### src/hw/frs_defs.vh
// Constants for the fieldbus remote station I/O map
`ifndef FRS_DEFS_VH
`define FRS_DEFS_VH

// Clock and input filter timing
`define FRS_CLK_HZ          10000000
`define FRS_FILTER_MS       10
// 10 ms of the 10 MHz clock, sized to the filter counter
`define FRS_FILTER_CYCLES   17'h186A0
`define FRS_FILTER_CNT_W    17
`define FRS_HOLD_MS         30

// Station geometry
`define FRS_STATIONS        4
`define FRS_BITS            128
`define FRS_RW_WORDS        16
`define FRS_RW_WIDTH        16
`define FRS_RW_AW           4
`define FRS_STATION_MIN     1
`define FRS_STATION_MAX     64

// Link rate codes
`define FRS_RATE_10M        3'h0
`define FRS_RATE_5M         3'h1
`define FRS_RATE_2M5        3'h2
`define FRS_RATE_625K       3'h3
`define FRS_RATE_156K       3'h4

// Bit positions in the station's 128-bit slice, 16 * word + bit
`define FRS_B_SYS_LO        0
`define FRS_B_GP_LO         8
`define FRS_B_JOG_LO        72
`define FRS_B_CMD           104
`define FRS_B_CMD_ERR       105
`define FRS_B_SEL_LO        108

// System bit indexes
`define FRS_SYS_HOME        0
`define FRS_SYS_START       1
`define FRS_SYS_STOP        2
`define FRS_SYS_CLEAR       3

// Register byte addresses
`define FRS_REG_CTRL        8'h00
`define FRS_REG_SYS_OUT     8'h04
`define FRS_REG_SYS_IN      8'h08
`define FRS_REG_GP_OUT_LO   8'h0C
`define FRS_REG_GP_OUT_HI   8'h10
`define FRS_REG_GP_IN_LO    8'h14
`define FRS_REG_GP_IN_HI    8'h18
`define FRS_REG_JOG         8'h1C
`define FRS_REG_CMD         8'h20
`define FRS_REG_LINK        8'h24
`define FRS_REG_RWR_BASE    8'h40
`define FRS_REG_RWW_BASE    8'h80

// Reset values
`define FRS_RST_CTRL        1'h0

`endif

### src/hw/frs_wordmem.v
// Small word memory with one write port and one registered read port
`timescale 1ns/1ns
module frs_wordmem #(
   parameter WIDTH = 16,
   parameter DEPTH = 16,
   parameter AW    = 4
) (
   // Clock
   input  wire             mclk_in,
   // Write port
   input  wire             we_in,
   input  wire [AW-1:0]    waddr_in,
   input  wire [WIDTH-1:0] wdata_in,
   // Read port
   input  wire [AW-1:0]    raddr_in,
   output wire [WIDTH-1:0] rdata_out
);

   reg [WIDTH-1:0] mem_reg [0:DEPTH-1];
   reg [WIDTH-1:0] rdata_reg;
   integer         k;

   // Contents start at zero so the far side never reads unknowns
   initial begin
      for (k = 0; k < DEPTH; k = k + 1) begin
         mem_reg[k] = {WIDTH{1'b0}};
      end
      rdata_reg = {WIDTH{1'b0}};
   end

   always @(posedge mclk_in) begin
      if (we_in) begin
         mem_reg[waddr_in] <= wdata_in;
      end
      rdata_reg <= mem_reg[raddr_in];
   end

   assign rdata_out = rdata_reg;

endmodule // frs_wordmem

### src/hw/frs_station.v
// Remote device station I/O map: filters, safe state, handshake, indicators
//
// Summary of operation
// - Occupies four stations: 128 RX, 128 RY bits, 16 RWw and 16 RWr words.
// - Link rate 10M, 5M, 2.5M, 625k or 156k, chosen by parameter.
// - Station number 1 to 64 set by parameter.
// - Base word index n equals two times (station number minus one).
// - Word data moves through RWw/RWr; RX/RY bits act as handshake.
// - Device answer bits are set by a software write and cleared automatically.
// - RXn0-3 running/error/positioned/homed; RYn0-3 home/start/stop/clear requests.
// - Eight 8-bit output ports on RXn8 onward, input ports on RYn8 onward.
// - Jog status on RX(n+4)8-F, jog requests on RY(n+4)8-F.
// - Master requests on RY(n+6)8; device answers finish RX(n+6)8, error RX(n+6)9.
// - Four-bit selection from RY(n+6)C-F echoed on RX(n+6)C-F.
// - Link lost: stop request forced to 1, all other received bits 0.
// - Teach pendant in control: link lost clears stop request too.
// - Received control bits change internally only after 10 ms stable.
// - Received pulses shorter than 10 ms cause no internal change.
// - Receive indicator lit while a frame is received.
// - Send indicator lit while a frame is transmitted.
// - Fault indicator on CRC error, bad rate or bad station number.
// - Link-ok indicator lit normally, off on timeout or network stop.
// - Highest jog request bit low means positive, high means negative.
`timescale 1ns/1ns
`include "frs_defs.vh"
module frs_station #(
   parameter       [6:0]                    STATION_NO    = 7'h01,
   parameter       [2:0]                    LINK_RATE     = `FRS_RATE_10M,
   parameter       [`FRS_FILTER_CNT_W-1:0]  FILTER_CYCLES = `FRS_FILTER_CYCLES
) (
   // Clock and reset
   input  wire                  mclk_in,
   input  wire                  rst_in,
   // Avalon-MM register slave
   input  wire [7:0]            avs_address_in,
   input  wire                  avs_read_in,
   input  wire                  avs_write_in,
   input  wire [31:0]           avs_writedata_in,
   input  wire [3:0]            avs_byteenable_in,
   output wire [31:0]           avs_readdata_out,
   output wire                  avs_waitrequest_out,
   // Link engine: bit slices relative to base word n
   input  wire [127:0]          link_ry_in,
   output wire [127:0]          link_rx_out,
   output wire [6:0]            link_base_word_out,
   output wire [2:0]            link_rate_out,
   // Link engine: remote register words
   input  wire                  link_rww_we_in,
   input  wire [3:0]            link_rww_addr_in,
   input  wire [15:0]           link_rww_data_in,
   input  wire [3:0]            link_rwr_addr_in,
   output wire [15:0]           link_rwr_data_out,
   // Link engine: frame and error status
   input  wire                  link_rx_busy_in,
   input  wire                  link_tx_busy_in,
   input  wire                  link_crc_err_in,
   input  wire                  link_frame_ok_in,
   input  wire                  link_timeout_in,
   input  wire                  link_stopped_in,
   // Status indicators
   output wire                  recv_indicator_out,
   output wire                  send_indicator_out,
   output wire                  fault_indicator_out,
   output wire                  link_ok_indicator_out,
   // Decoded jog direction for the axis logic
   output wire                  jog_dir_neg_out
);

   localparam NFILT = 81;

   // Byte-enable merge, used by the GP output and jog registers
   function [31:0] be_merge;
      input [31:0] old_val;
      input [31:0] new_val;
      input [3:0]  be;
      integer      b;
      begin
         be_merge = old_val;
         for (b = 0; b < 4; b = b + 1) begin
            if (be[b]) begin
               be_merge[b*8 +: 8] = new_val[b*8 +: 8];
            end
         end
      end
   endfunction

   // Register address hit test for the bus
   function addr_hit;
      input [7:0] addr;
      input [7:0] reg_addr;
      begin
         addr_hit = (addr == reg_addr);
      end
   endfunction

   // Configuration checks
   wire       station_ok = (STATION_NO >= `FRS_STATION_MIN) &&
                           (STATION_NO <= `FRS_STATION_MAX);
   wire       rate_ok    = (LINK_RATE <= `FRS_RATE_156K);
   wire [6:0] base_word  = {STATION_NO[5:0] - 6'h01, 1'b0};

   assign link_base_word_out = base_word;
   assign link_rate_out      = LINK_RATE;

   // Bus slave state
   reg  [1:0]  phase_reg;
   reg  [31:0] rdata_reg;
   reg         ctrl_tp_reg;
   reg  [3:0]  sys_out_reg;
   reg  [63:0] gp_out_reg;
   reg  [7:0]  jog_out_reg;
   reg         crc_seen_reg;

   // Command handshake state
   reg         cmd_req_d_reg;
   reg         cmd_pending_reg;
   reg         cmd_finish_reg;
   reg         cmd_err_reg;
   reg  [3:0]  sel_accept_reg;
   reg  [127:0] rx_reg;

   wire        bus_req   = avs_read_in | avs_write_in;
   wire        bus_done  = bus_req & (phase_reg == 2'h2);
   wire        wr_en     = avs_write_in & bus_done;
   wire [31:0] wd        = avs_writedata_in;
   wire [3:0]  be        = avs_byteenable_in;

   assign avs_waitrequest_out = bus_req & (phase_reg != 2'h2);
   assign avs_readdata_out    = rdata_reg;

   // Received bits in use; reserved and prohibited RY bits are never looked at
   wire [NFILT-1:0] ry_raw = {link_ry_in[`FRS_B_SEL_LO +: 4],
                              link_ry_in[`FRS_B_CMD],
                              link_ry_in[`FRS_B_GP_LO +: 72],
                              link_ry_in[`FRS_B_SYS_LO +: 4]};
   wire [NFILT-1:0] ry_filt;

   // One counter per bit; any bounce restarts the wait
   genvar gi;
   generate
      for (gi = 0; gi < NFILT; gi = gi + 1) begin : g_filt
         reg [`FRS_FILTER_CNT_W-1:0] cnt_reg;
         reg                         lvl_reg;
         always @(posedge mclk_in) begin
            if (rst_in) begin
               cnt_reg <= {`FRS_FILTER_CNT_W{1'b0}};
               lvl_reg <= 1'b0;
            end else if (ry_raw[gi] == lvl_reg) begin
               cnt_reg <= {`FRS_FILTER_CNT_W{1'b0}};
            end else if (cnt_reg == FILTER_CYCLES - 1'b1) begin
               cnt_reg <= {`FRS_FILTER_CNT_W{1'b0}};
               lvl_reg <= ry_raw[gi];
            end else begin
               cnt_reg <= cnt_reg + 1'b1;
            end
         end
         assign ry_filt[gi] = lvl_reg;
      end
   endgenerate

   // Link health; the filter keeps running, only its result is overridden
   wire link_up = ~link_timeout_in & ~link_stopped_in & station_ok & rate_ok;

   wire [NFILT-1:0] lost_pattern = {{(NFILT-3){1'b0}}, ~ctrl_tp_reg, 2'h0};
   wire [NFILT-1:0] ry_eff       = link_up ? ry_filt : lost_pattern;

   wire [3:0]  sys_in   = ry_eff[3:0];
   wire [63:0] gp_in    = ry_eff[67:4];
   wire [7:0]  jog_in   = ry_eff[75:68];
   wire        cmd_req  = ry_eff[76];
   wire [3:0]  sel_in   = ry_eff[80:77];

   assign jog_dir_neg_out = jog_in[7];

   // Indicators
   assign recv_indicator_out    = link_rx_busy_in;
   assign send_indicator_out    = link_tx_busy_in;
   assign fault_indicator_out   = crc_seen_reg | ~station_ok | ~rate_ok;
   assign link_ok_indicator_out = link_up;

   // CRC fault holds until a good frame; a new error in that cycle wins
   always @(posedge mclk_in) begin
      if (rst_in) begin
         crc_seen_reg <= 1'b0;
      end else if (link_crc_err_in) begin
         crc_seen_reg <= 1'b1;
      end else if (link_frame_ok_in) begin
         crc_seen_reg <= 1'b0;
      end
   end

   // Remote register words: RWr written by software, RWw by the link
   wire        rwr_we   = wr_en & (avs_address_in[7:6] == 2'h1);
   wire [15:0] rww_rdata;

   frs_wordmem #(
      .WIDTH (`FRS_RW_WIDTH),
      .DEPTH (`FRS_RW_WORDS),
      .AW    (`FRS_RW_AW)
   ) u_rwr (
      .mclk_in   (mclk_in),
      .we_in     (rwr_we),
      .waddr_in  (avs_address_in[5:2]),
      .wdata_in  (wd[15:0]),
      .raddr_in  (link_rwr_addr_in),
      .rdata_out (link_rwr_data_out)
   );

   frs_wordmem #(
      .WIDTH (`FRS_RW_WIDTH),
      .DEPTH (`FRS_RW_WORDS),
      .AW    (`FRS_RW_AW)
   ) u_rww (
      .mclk_in   (mclk_in),
      .we_in     (link_rww_we_in),
      .waddr_in  (link_rww_addr_in),
      .wdata_in  (link_rww_data_in),
      .raddr_in  (avs_address_in[5:2]),
      .rdata_out (rww_rdata)
   );

   // Read mux; unmapped addresses read zero
   reg [31:0] rd_mux;
   always @* begin
      rd_mux = 32'h00000000;
      if (avs_address_in[7:6] == 2'h2) begin
         rd_mux = {16'h0000, rww_rdata};
      end else if (addr_hit(avs_address_in, `FRS_REG_CTRL)) begin
         rd_mux = {31'h00000000, ctrl_tp_reg};
      end else if (addr_hit(avs_address_in, `FRS_REG_SYS_OUT)) begin
         rd_mux = {28'h0000000, sys_out_reg};
      end else if (addr_hit(avs_address_in, `FRS_REG_SYS_IN)) begin
         rd_mux = {28'h0000000, sys_in};
      end else if (addr_hit(avs_address_in, `FRS_REG_GP_OUT_LO)) begin
         rd_mux = gp_out_reg[31:0];
      end else if (addr_hit(avs_address_in, `FRS_REG_GP_OUT_HI)) begin
         rd_mux = gp_out_reg[63:32];
      end else if (addr_hit(avs_address_in, `FRS_REG_GP_IN_LO)) begin
         rd_mux = gp_in[31:0];
      end else if (addr_hit(avs_address_in, `FRS_REG_GP_IN_HI)) begin
         rd_mux = gp_in[63:32];
      end else if (addr_hit(avs_address_in, `FRS_REG_JOG)) begin
         rd_mux = {15'h0000, jog_in[7], jog_in, jog_out_reg};
      end else if (addr_hit(avs_address_in, `FRS_REG_CMD)) begin
         rd_mux = {24'h000000, sel_accept_reg, cmd_err_reg, cmd_finish_reg,
                   cmd_pending_reg, cmd_req};
      end else if (addr_hit(avs_address_in, `FRS_REG_LINK)) begin
         rd_mux = {13'h0000, LINK_RATE, 1'b0, STATION_NO, 4'h0,
                   link_ok_indicator_out, fault_indicator_out,
                   send_indicator_out, recv_indicator_out};
      end
   end

   // Bus phases: 0 idle, 1 memory read settling, 2 answer
   always @(posedge mclk_in) begin
      if (rst_in) begin
         phase_reg <= 2'h0;
         rdata_reg <= 32'h00000000;
      end else if (!bus_req || phase_reg == 2'h2) begin
         phase_reg <= 2'h0;
      end else if (phase_reg == 2'h1) begin
         phase_reg <= 2'h2;
         rdata_reg <= avs_read_in ? rd_mux : 32'h00000000;
      end else begin
         phase_reg <= 2'h1;
      end
   end

   // Software-written registers
   reg [31:0] gp_lo_next;
   reg [31:0] gp_hi_next;
   reg [31:0] misc_next;
   always @* begin
      gp_lo_next = be_merge(gp_out_reg[31:0], wd, be);
      gp_hi_next = be_merge(gp_out_reg[63:32], wd, be);
      misc_next  = be_merge({24'h000000, jog_out_reg}, wd, be);
   end

   always @(posedge mclk_in) begin
      if (rst_in) begin
         ctrl_tp_reg <= `FRS_RST_CTRL;
         sys_out_reg <= 4'h0;
         gp_out_reg  <= 64'h0000000000000000;
         jog_out_reg <= 8'h00;
      end else if (wr_en) begin
         if (addr_hit(avs_address_in, `FRS_REG_CTRL) && be[0]) begin
            ctrl_tp_reg <= wd[0];
         end
         if (addr_hit(avs_address_in, `FRS_REG_SYS_OUT) && be[0]) begin
            sys_out_reg <= wd[3:0];
         end
         if (addr_hit(avs_address_in, `FRS_REG_GP_OUT_LO)) begin
            gp_out_reg[31:0] <= gp_lo_next;
         end
         if (addr_hit(avs_address_in, `FRS_REG_GP_OUT_HI)) begin
            gp_out_reg[63:32] <= gp_hi_next;
         end
         if (addr_hit(avs_address_in, `FRS_REG_JOG)) begin
            jog_out_reg <= misc_next[7:0];
         end
      end
   end

   // Command handshake, answered without software sequencing the bits
   wire cmd_rise = cmd_req & ~cmd_req_d_reg;
   wire cmd_fall = ~cmd_req & cmd_req_d_reg;
   wire cmd_wr   = wr_en & addr_hit(avs_address_in, `FRS_REG_CMD) & be[0];

   always @(posedge mclk_in) begin
      if (rst_in) begin
         cmd_req_d_reg   <= 1'b0;
         cmd_pending_reg <= 1'b0;
         cmd_finish_reg  <= 1'b0;
         cmd_err_reg     <= 1'b0;
         sel_accept_reg  <= 4'h0;
      end else begin
         cmd_req_d_reg <= cmd_req;
         if (cmd_rise) begin
            cmd_pending_reg <= 1'b1;
            cmd_finish_reg  <= 1'b0;
            cmd_err_reg     <= 1'b0;
            sel_accept_reg  <= sel_in;
         end else if (cmd_fall) begin
            // Request withdrawn: answer drops, ready for the next one
            cmd_pending_reg <= 1'b0;
            cmd_finish_reg  <= 1'b0;
            cmd_err_reg     <= 1'b0;
         end else if (cmd_wr && (wd[0] || wd[1]) && cmd_pending_reg) begin
            cmd_pending_reg <= 1'b0;
            cmd_finish_reg  <= 1'b1;
            cmd_err_reg     <= wd[1];
         end
      end
   end

   // Outgoing RX slice; every unassigned position stays zero
   reg [127:0] rx_next;
   always @* begin
      rx_next = {`FRS_BITS{1'b0}};
      rx_next[`FRS_B_SYS_LO +: 4] = sys_out_reg;
      rx_next[`FRS_B_GP_LO +: 64] = gp_out_reg;
      rx_next[`FRS_B_JOG_LO +: 8] = jog_out_reg;
      rx_next[`FRS_B_CMD]         = cmd_finish_reg;
      rx_next[`FRS_B_CMD_ERR]     = cmd_err_reg;
      rx_next[`FRS_B_SEL_LO +: 4] = sel_accept_reg;
   end

   always @(posedge mclk_in) begin
      if (rst_in) begin
         rx_reg <= {`FRS_BITS{1'b0}};
      end else begin
         rx_reg <= rx_next;
      end
   end

   assign link_rx_out = rx_reg;

endmodule // frs_station

### config.mk
export PLATFORM = sky130hd
export DESIGN_NAME = frs_station
export DESIGN_NICKNAME = d
export VERILOG_FILES = /design/src/hw/frs_wordmem.v /design/src/hw/frs_station.v
export VERILOG_INCLUDE_DIRS = /design/src /design/src/hw
export SDC_FILE = /design/constraint.sdc
export NUM_CORES = 2
export LEC_CHECK = 0
export BUFFER_PORTS_ARGS = -buffer_cell sky130_fd_sc_hd__buf_4
export CORE_MARGIN = 2
export CORE_UTILIZATION = 40
export DETAILED_ROUTE_END_ITERATION = 8
export SETUP_SLACK_MARGIN = 0.3
export SYNTH_ARGS = -nofsm -noshare
export SYNTH_HDL_FRONTEND = slang
export SYNTH_SLANG_ARGS = --single-unit
### constraint.sdc
create_clock -name mclk_in -period 2.5 [get_ports mclk_in]
set_input_delay 0.25 -clock mclk_in [delete_from_list [all_inputs] [get_ports mclk_in]]
set_output_delay 0.25 -clock mclk_in [all_outputs]
set_load 0.01 [all_outputs]
==> flow_metrics.env <==
export IMPL_status="completed"
export IMPL_worstPathArrival_ns=2.80
export IMPL_final_hold_violation_count=0
export IMPL_floorplan_die_height_um=480
export IMPL_relSlewSlack_pct=48.4
export IMPL_tritoncts_num_buffers=226
export IMPL_drive_above_1_share_pct=11.0
export IMPL_rrSetupSlack_ns=0.43
export IMPL_timing_hold_worst_endpoint="avs_readdata_out[1]"
export IMPL_critPathCaptureType="register"
export IMPL_worst_hold_slack_ns=0.0808
export IMPL_initial_antenna_violation_count=35
export IMPL_yosys_warnings=0
export IMPL_power_per_cell_area_nw_per_um2=699
export IMPL_grt_use_total_pct=18.2
export IMPL_dpl_cell_area_um2=96500
export IMPL_timing_worst_slew_pin_value_ns=0.766
export IMPL_timing_worst_setup_path_type="reg2reg"
export IMPL_number_of_global_route_vias_before_repair=61500
export IMPL_min_period_ns=2.07
export IMPL_gp_congestion=0.865
export IMPL_min_period_over_period_pct=82.9
export IMPL_placementRows=174
export IMPL_syn_cell_area_um2=90800
export IMPL_die_width_um=480
export IMPL_syn_area_per_cell_um2=10.2
export IMPL_largest_family_of_logic_cells_by_synthesized_area="simple AND/OR/NAND/NOR gates"
export IMPL_area_growth_from_synthesis_to_layout_pct=16.9
export IMPL_worst_hold_startpoint="link_tx_busy_in"
export IMPL_clkTransAtPathRegs_ns=0.06
export IMPL_num_vias=63700
export IMPL_synthAdderAreaFrac_pct=1.14
export IMPL_slew_viol_final=0
export IMPL_post_route_cell_area_um2=106000
export IMPL_timing_setup_tns_ns=0
export IMPL_reg_to_reg_start="g_filt[16].cnt_reg[0]"
export IMPL_hold_path_cell_count=5
export IMPL_postLayoutCoreUtil_pct=47.1
export IMPL_timing_final_setup_violations=0
export IMPL_dieArea_um2=231000
export IMPL_hpwl_after_detailed_placement_um=151000
export IMPL_drt_pass1_iter_count=7
export IMPL_power_ir_vdd_worst_mv=0.688
export IMPL_type_of_element_launching_the_critical_path="register"
export IMPL_synth_compound_gate_area_share_pct=1.86
export IMPL_critical_path_peak_fanout=5
export IMPL_drt_wirelength_per_cell_um=17.1
export IMPL_port_buffers=295
export IMPL_synth_seq_area_share_pct=54.3
export IMPL_cts_sinks=2204
export IMPL_fin_nets=9678
export IMPL_max_cap_violations=0
export IMPL_synthesis_instances=8884
export IMPL_synthFlopType="dfxtp_1"
export IMPL_synthSimpleGateAreaFrac_pct=22.3
export IMPL_tritoncts="yes"
export IMPL_grt_start_max_net_pins=65
export IMPL_flip_flop_and_latch_count_after_synthesis=2204
export IMPL_avgViaCountPerCell=5.06
export IMPL_io_pins=399
export IMPL_ys_async_sr_fraction_pct=0
export IMPL_clock_tree_buffer_depth=3
export IMPL_first_pass_grt_wire_length_um=337000
export IMPL_largest_register_ff_count=1377
export IMPL_route_final_wire_length_um=215000
export IMPL_drtAntennaViolNets=0
export IMPL_htree_levels=4
export IMPL_grt_overflow=0
export IMPL_drc=0
export IMPL_initial_core_util_pct=40.3
export IMPL_core_um2=225000
export IMPL_rsz_0062_raised_after_global_routing="false"
export IMPL_post_synth_xor_area_fraction_pct=12.4
export IMPL_clkLatencyLatePin_ns=0.86
export IMPL_total_power_mw=74.2
export IMPL_crit_required_ns=3.23
export IMPL_endpoint_of_the_most_critical_register_to_register_path="g_filt[16].lvl_reg"
export IMPL_reg2reg_depth=7
export IMPL_synthDistinctLibCells=78
export IMPL_leakagePower_nw=35.2
export IMPL_clock_root_buffer="clkbuf_16"
export IMPL_max_freq_mhz=482
export IMPL_dr_first_iter_drc_count=3792
export IMPL_worst_hold_path_type="in2reg"
export IMPL_skew_ns=0.0318
export IMPL_post_synth_edffs=512
export IMPL_synth_mux_area_fraction_pct=5.42
-- power by group --
| part | switching (mW) | leakage [nW] | internal [mW] |
|---|---|---|---|
| Sequential | 0.190 | 18.3 | 36.7 |
| Clock | 14.5 | 3.80 | 20.4 |
| Combinational | 1.43 | 13.2 | 0.981 |
-- critical path: stages (launching register included) --
cell and delay, ns:
dfxtp_1 0.34, ha_1 0.21, and4_4 0.28, nand2_1 0.07
nor3_2 0.23, mux2i_1 0.20, nor2_1 0.06, dlygate4sd3_1 0.56
-- per-stage QoR --
| stage | instances | setup slack [ns] |
|---|---|---|
| after detailed placement | 12000 | 0.115 |
| after global routing | 12600 | 0.284 |
| after floorplan | 8939 | 0.164 |
| after global placement | 12000 | 0.128 |
| final | 12600 | 0.427 |
| after CTS | 12600 | 0.301 |
-- repair_timing --
action / in CTS / in global routing
endpoints found under the hold margin: 1012 / 0
cloned: 0 / 0
setup endpoints to repair: 1 / 452
hold buffers: 159 / 0
pin swaps: 0 / 2
setup buffers: 0 / 1
gates resized for setup: 1 / 39
-- Yosys cell counts, types with 5 or more instances --
cell type / count / area, um^2
nor2b_1: 98 / 613
nand4b_1: 10 / 87.6
or3_1: 100 / 626
inv_1: 193 / 724
nand3_1: 506 / 2530
nor3_1: 236 / 1180
nor4b_1: 21 / 184
o221ai_1: 6 / 52.6
a22o_1: 22 / 193
and4_1: 100 / 876
and2_1: 21 / 131
buf_1: 14 / 52.6
mux2i_1: 130 / 1300
and3_1: 197 / 1230
xor2_1: 605 / 5300
nor2_1: 1911 / 7170
o211ai_1: 10 / 75.1
a32oi_1: 5 / 43.8
nand4bb_1: 10 / 113
nor4_1: 100 / 626
nand2b_1: 11 / 68.8
dfxtp_1: 1692 / 33900
clkbuf_1: 158 / 593
nand4_1: 265 / 1660
o21ai_0: 40 / 200
nor3b_1: 5 / 37.5
a2bb2oi_1: 16 / 140
a222oi_1: 18 / 180
edfxtp_1: 512 / 15400
xnor2_1: 681 / 5960
buf_4: 63 / 473
ha_1: 83 / 1040
a22oi_1: 17 / 128
nor4bb_1: 14 / 140
nand2_1: 514 / 1930
a21oi_1: 73 / 365
buf_2: 105 / 526
or4b_1: 11 / 110
mux4_2: 160 / 3600
or2_2: 16 / 100
o21ai_1: 9 / 45.0
nand3b_1: 9 / 67.6
a221oi_1: 5 / 43.8
or4_1: 52 / 390
-- worst max-delay path by stage --
stage	startpoint	endpoint	slack, ns	cells after the start
final	g_filt[16].cnt_reg[0]	g_filt[16].lvl_reg	0.43	7
after CTS	g_filt[60].cnt_reg[0]	g_filt[60].cnt_reg[16]	0.30	6
after global routing	g_filt[47].cnt_reg[9]	g_filt[47].lvl_reg	0.28	6
after detailed placement	avs_address_in[3]	avs_readdata_out[19]	0.11	7
after floorplan	avs_address_in[2]	u_rwr.mem_reg[4][0]	0.16	6
after global placement	avs_address_in[3]	avs_readdata_out[19]	0.13	7
-- kinds of logic (layout without fill, tap and decap cells) --
family                   count (synthesis)  in the layout
AO/OA/AOI/OAI                          248            248
XOR/XNOR                              1286           1286
adder cells (fa/ha/maj)                 83             83
buffers and inverters                  536           1180
flip-flops                            2204           2204
multiplexers                           291            291
other                                    1             68
AND/OR/NAND/NOR                       4235           4235
-- final cells by class --
class | count | area, um^2
clock buffer | 306 | 6380
multi-input combinational | 6199 | 39700
timing repair buffer | 564 | 4880
sequential | 2204 | 49200
clock inverter | 117 | 1430
tap | 2992 | 3740
inverter | 193 | 724
antenna | 12 | 30.0
fill | 20800 | 119000
-- layer usage --
metal,part of all wire (%),wire length (um),up-vias,track usage (%)
li1,-,-,31500,-
met4,3.8,8080,18,6.83
met3,5.0,10900,389,3.16
met2,48,103000,1272,30.7
met5,0.053,114,-,0
met1,43,93400,30500,23.3
-- layout by cell type (no fill, tap or decap), drive strengths merged, types with 159 or more instances in the layout --
cell / synthesis / layout
mux4: 160 / 160
xor2: 605 / 605
edfxtp: 512 / 512
nand3: 507 / 507
xnor2: 681 / 681
clkbuf: 158 / 306
nand4: 265 / 265
inv: 193 / 205
nor3: 238 / 238
dlygate4sd3: 0 / 159
and3: 197 / 197
nor2: 1916 / 1916
dfxtp: 1692 / 1692
nand2: 516 / 516
buf: 185 / 405
(Power assumes the default switching activity.)
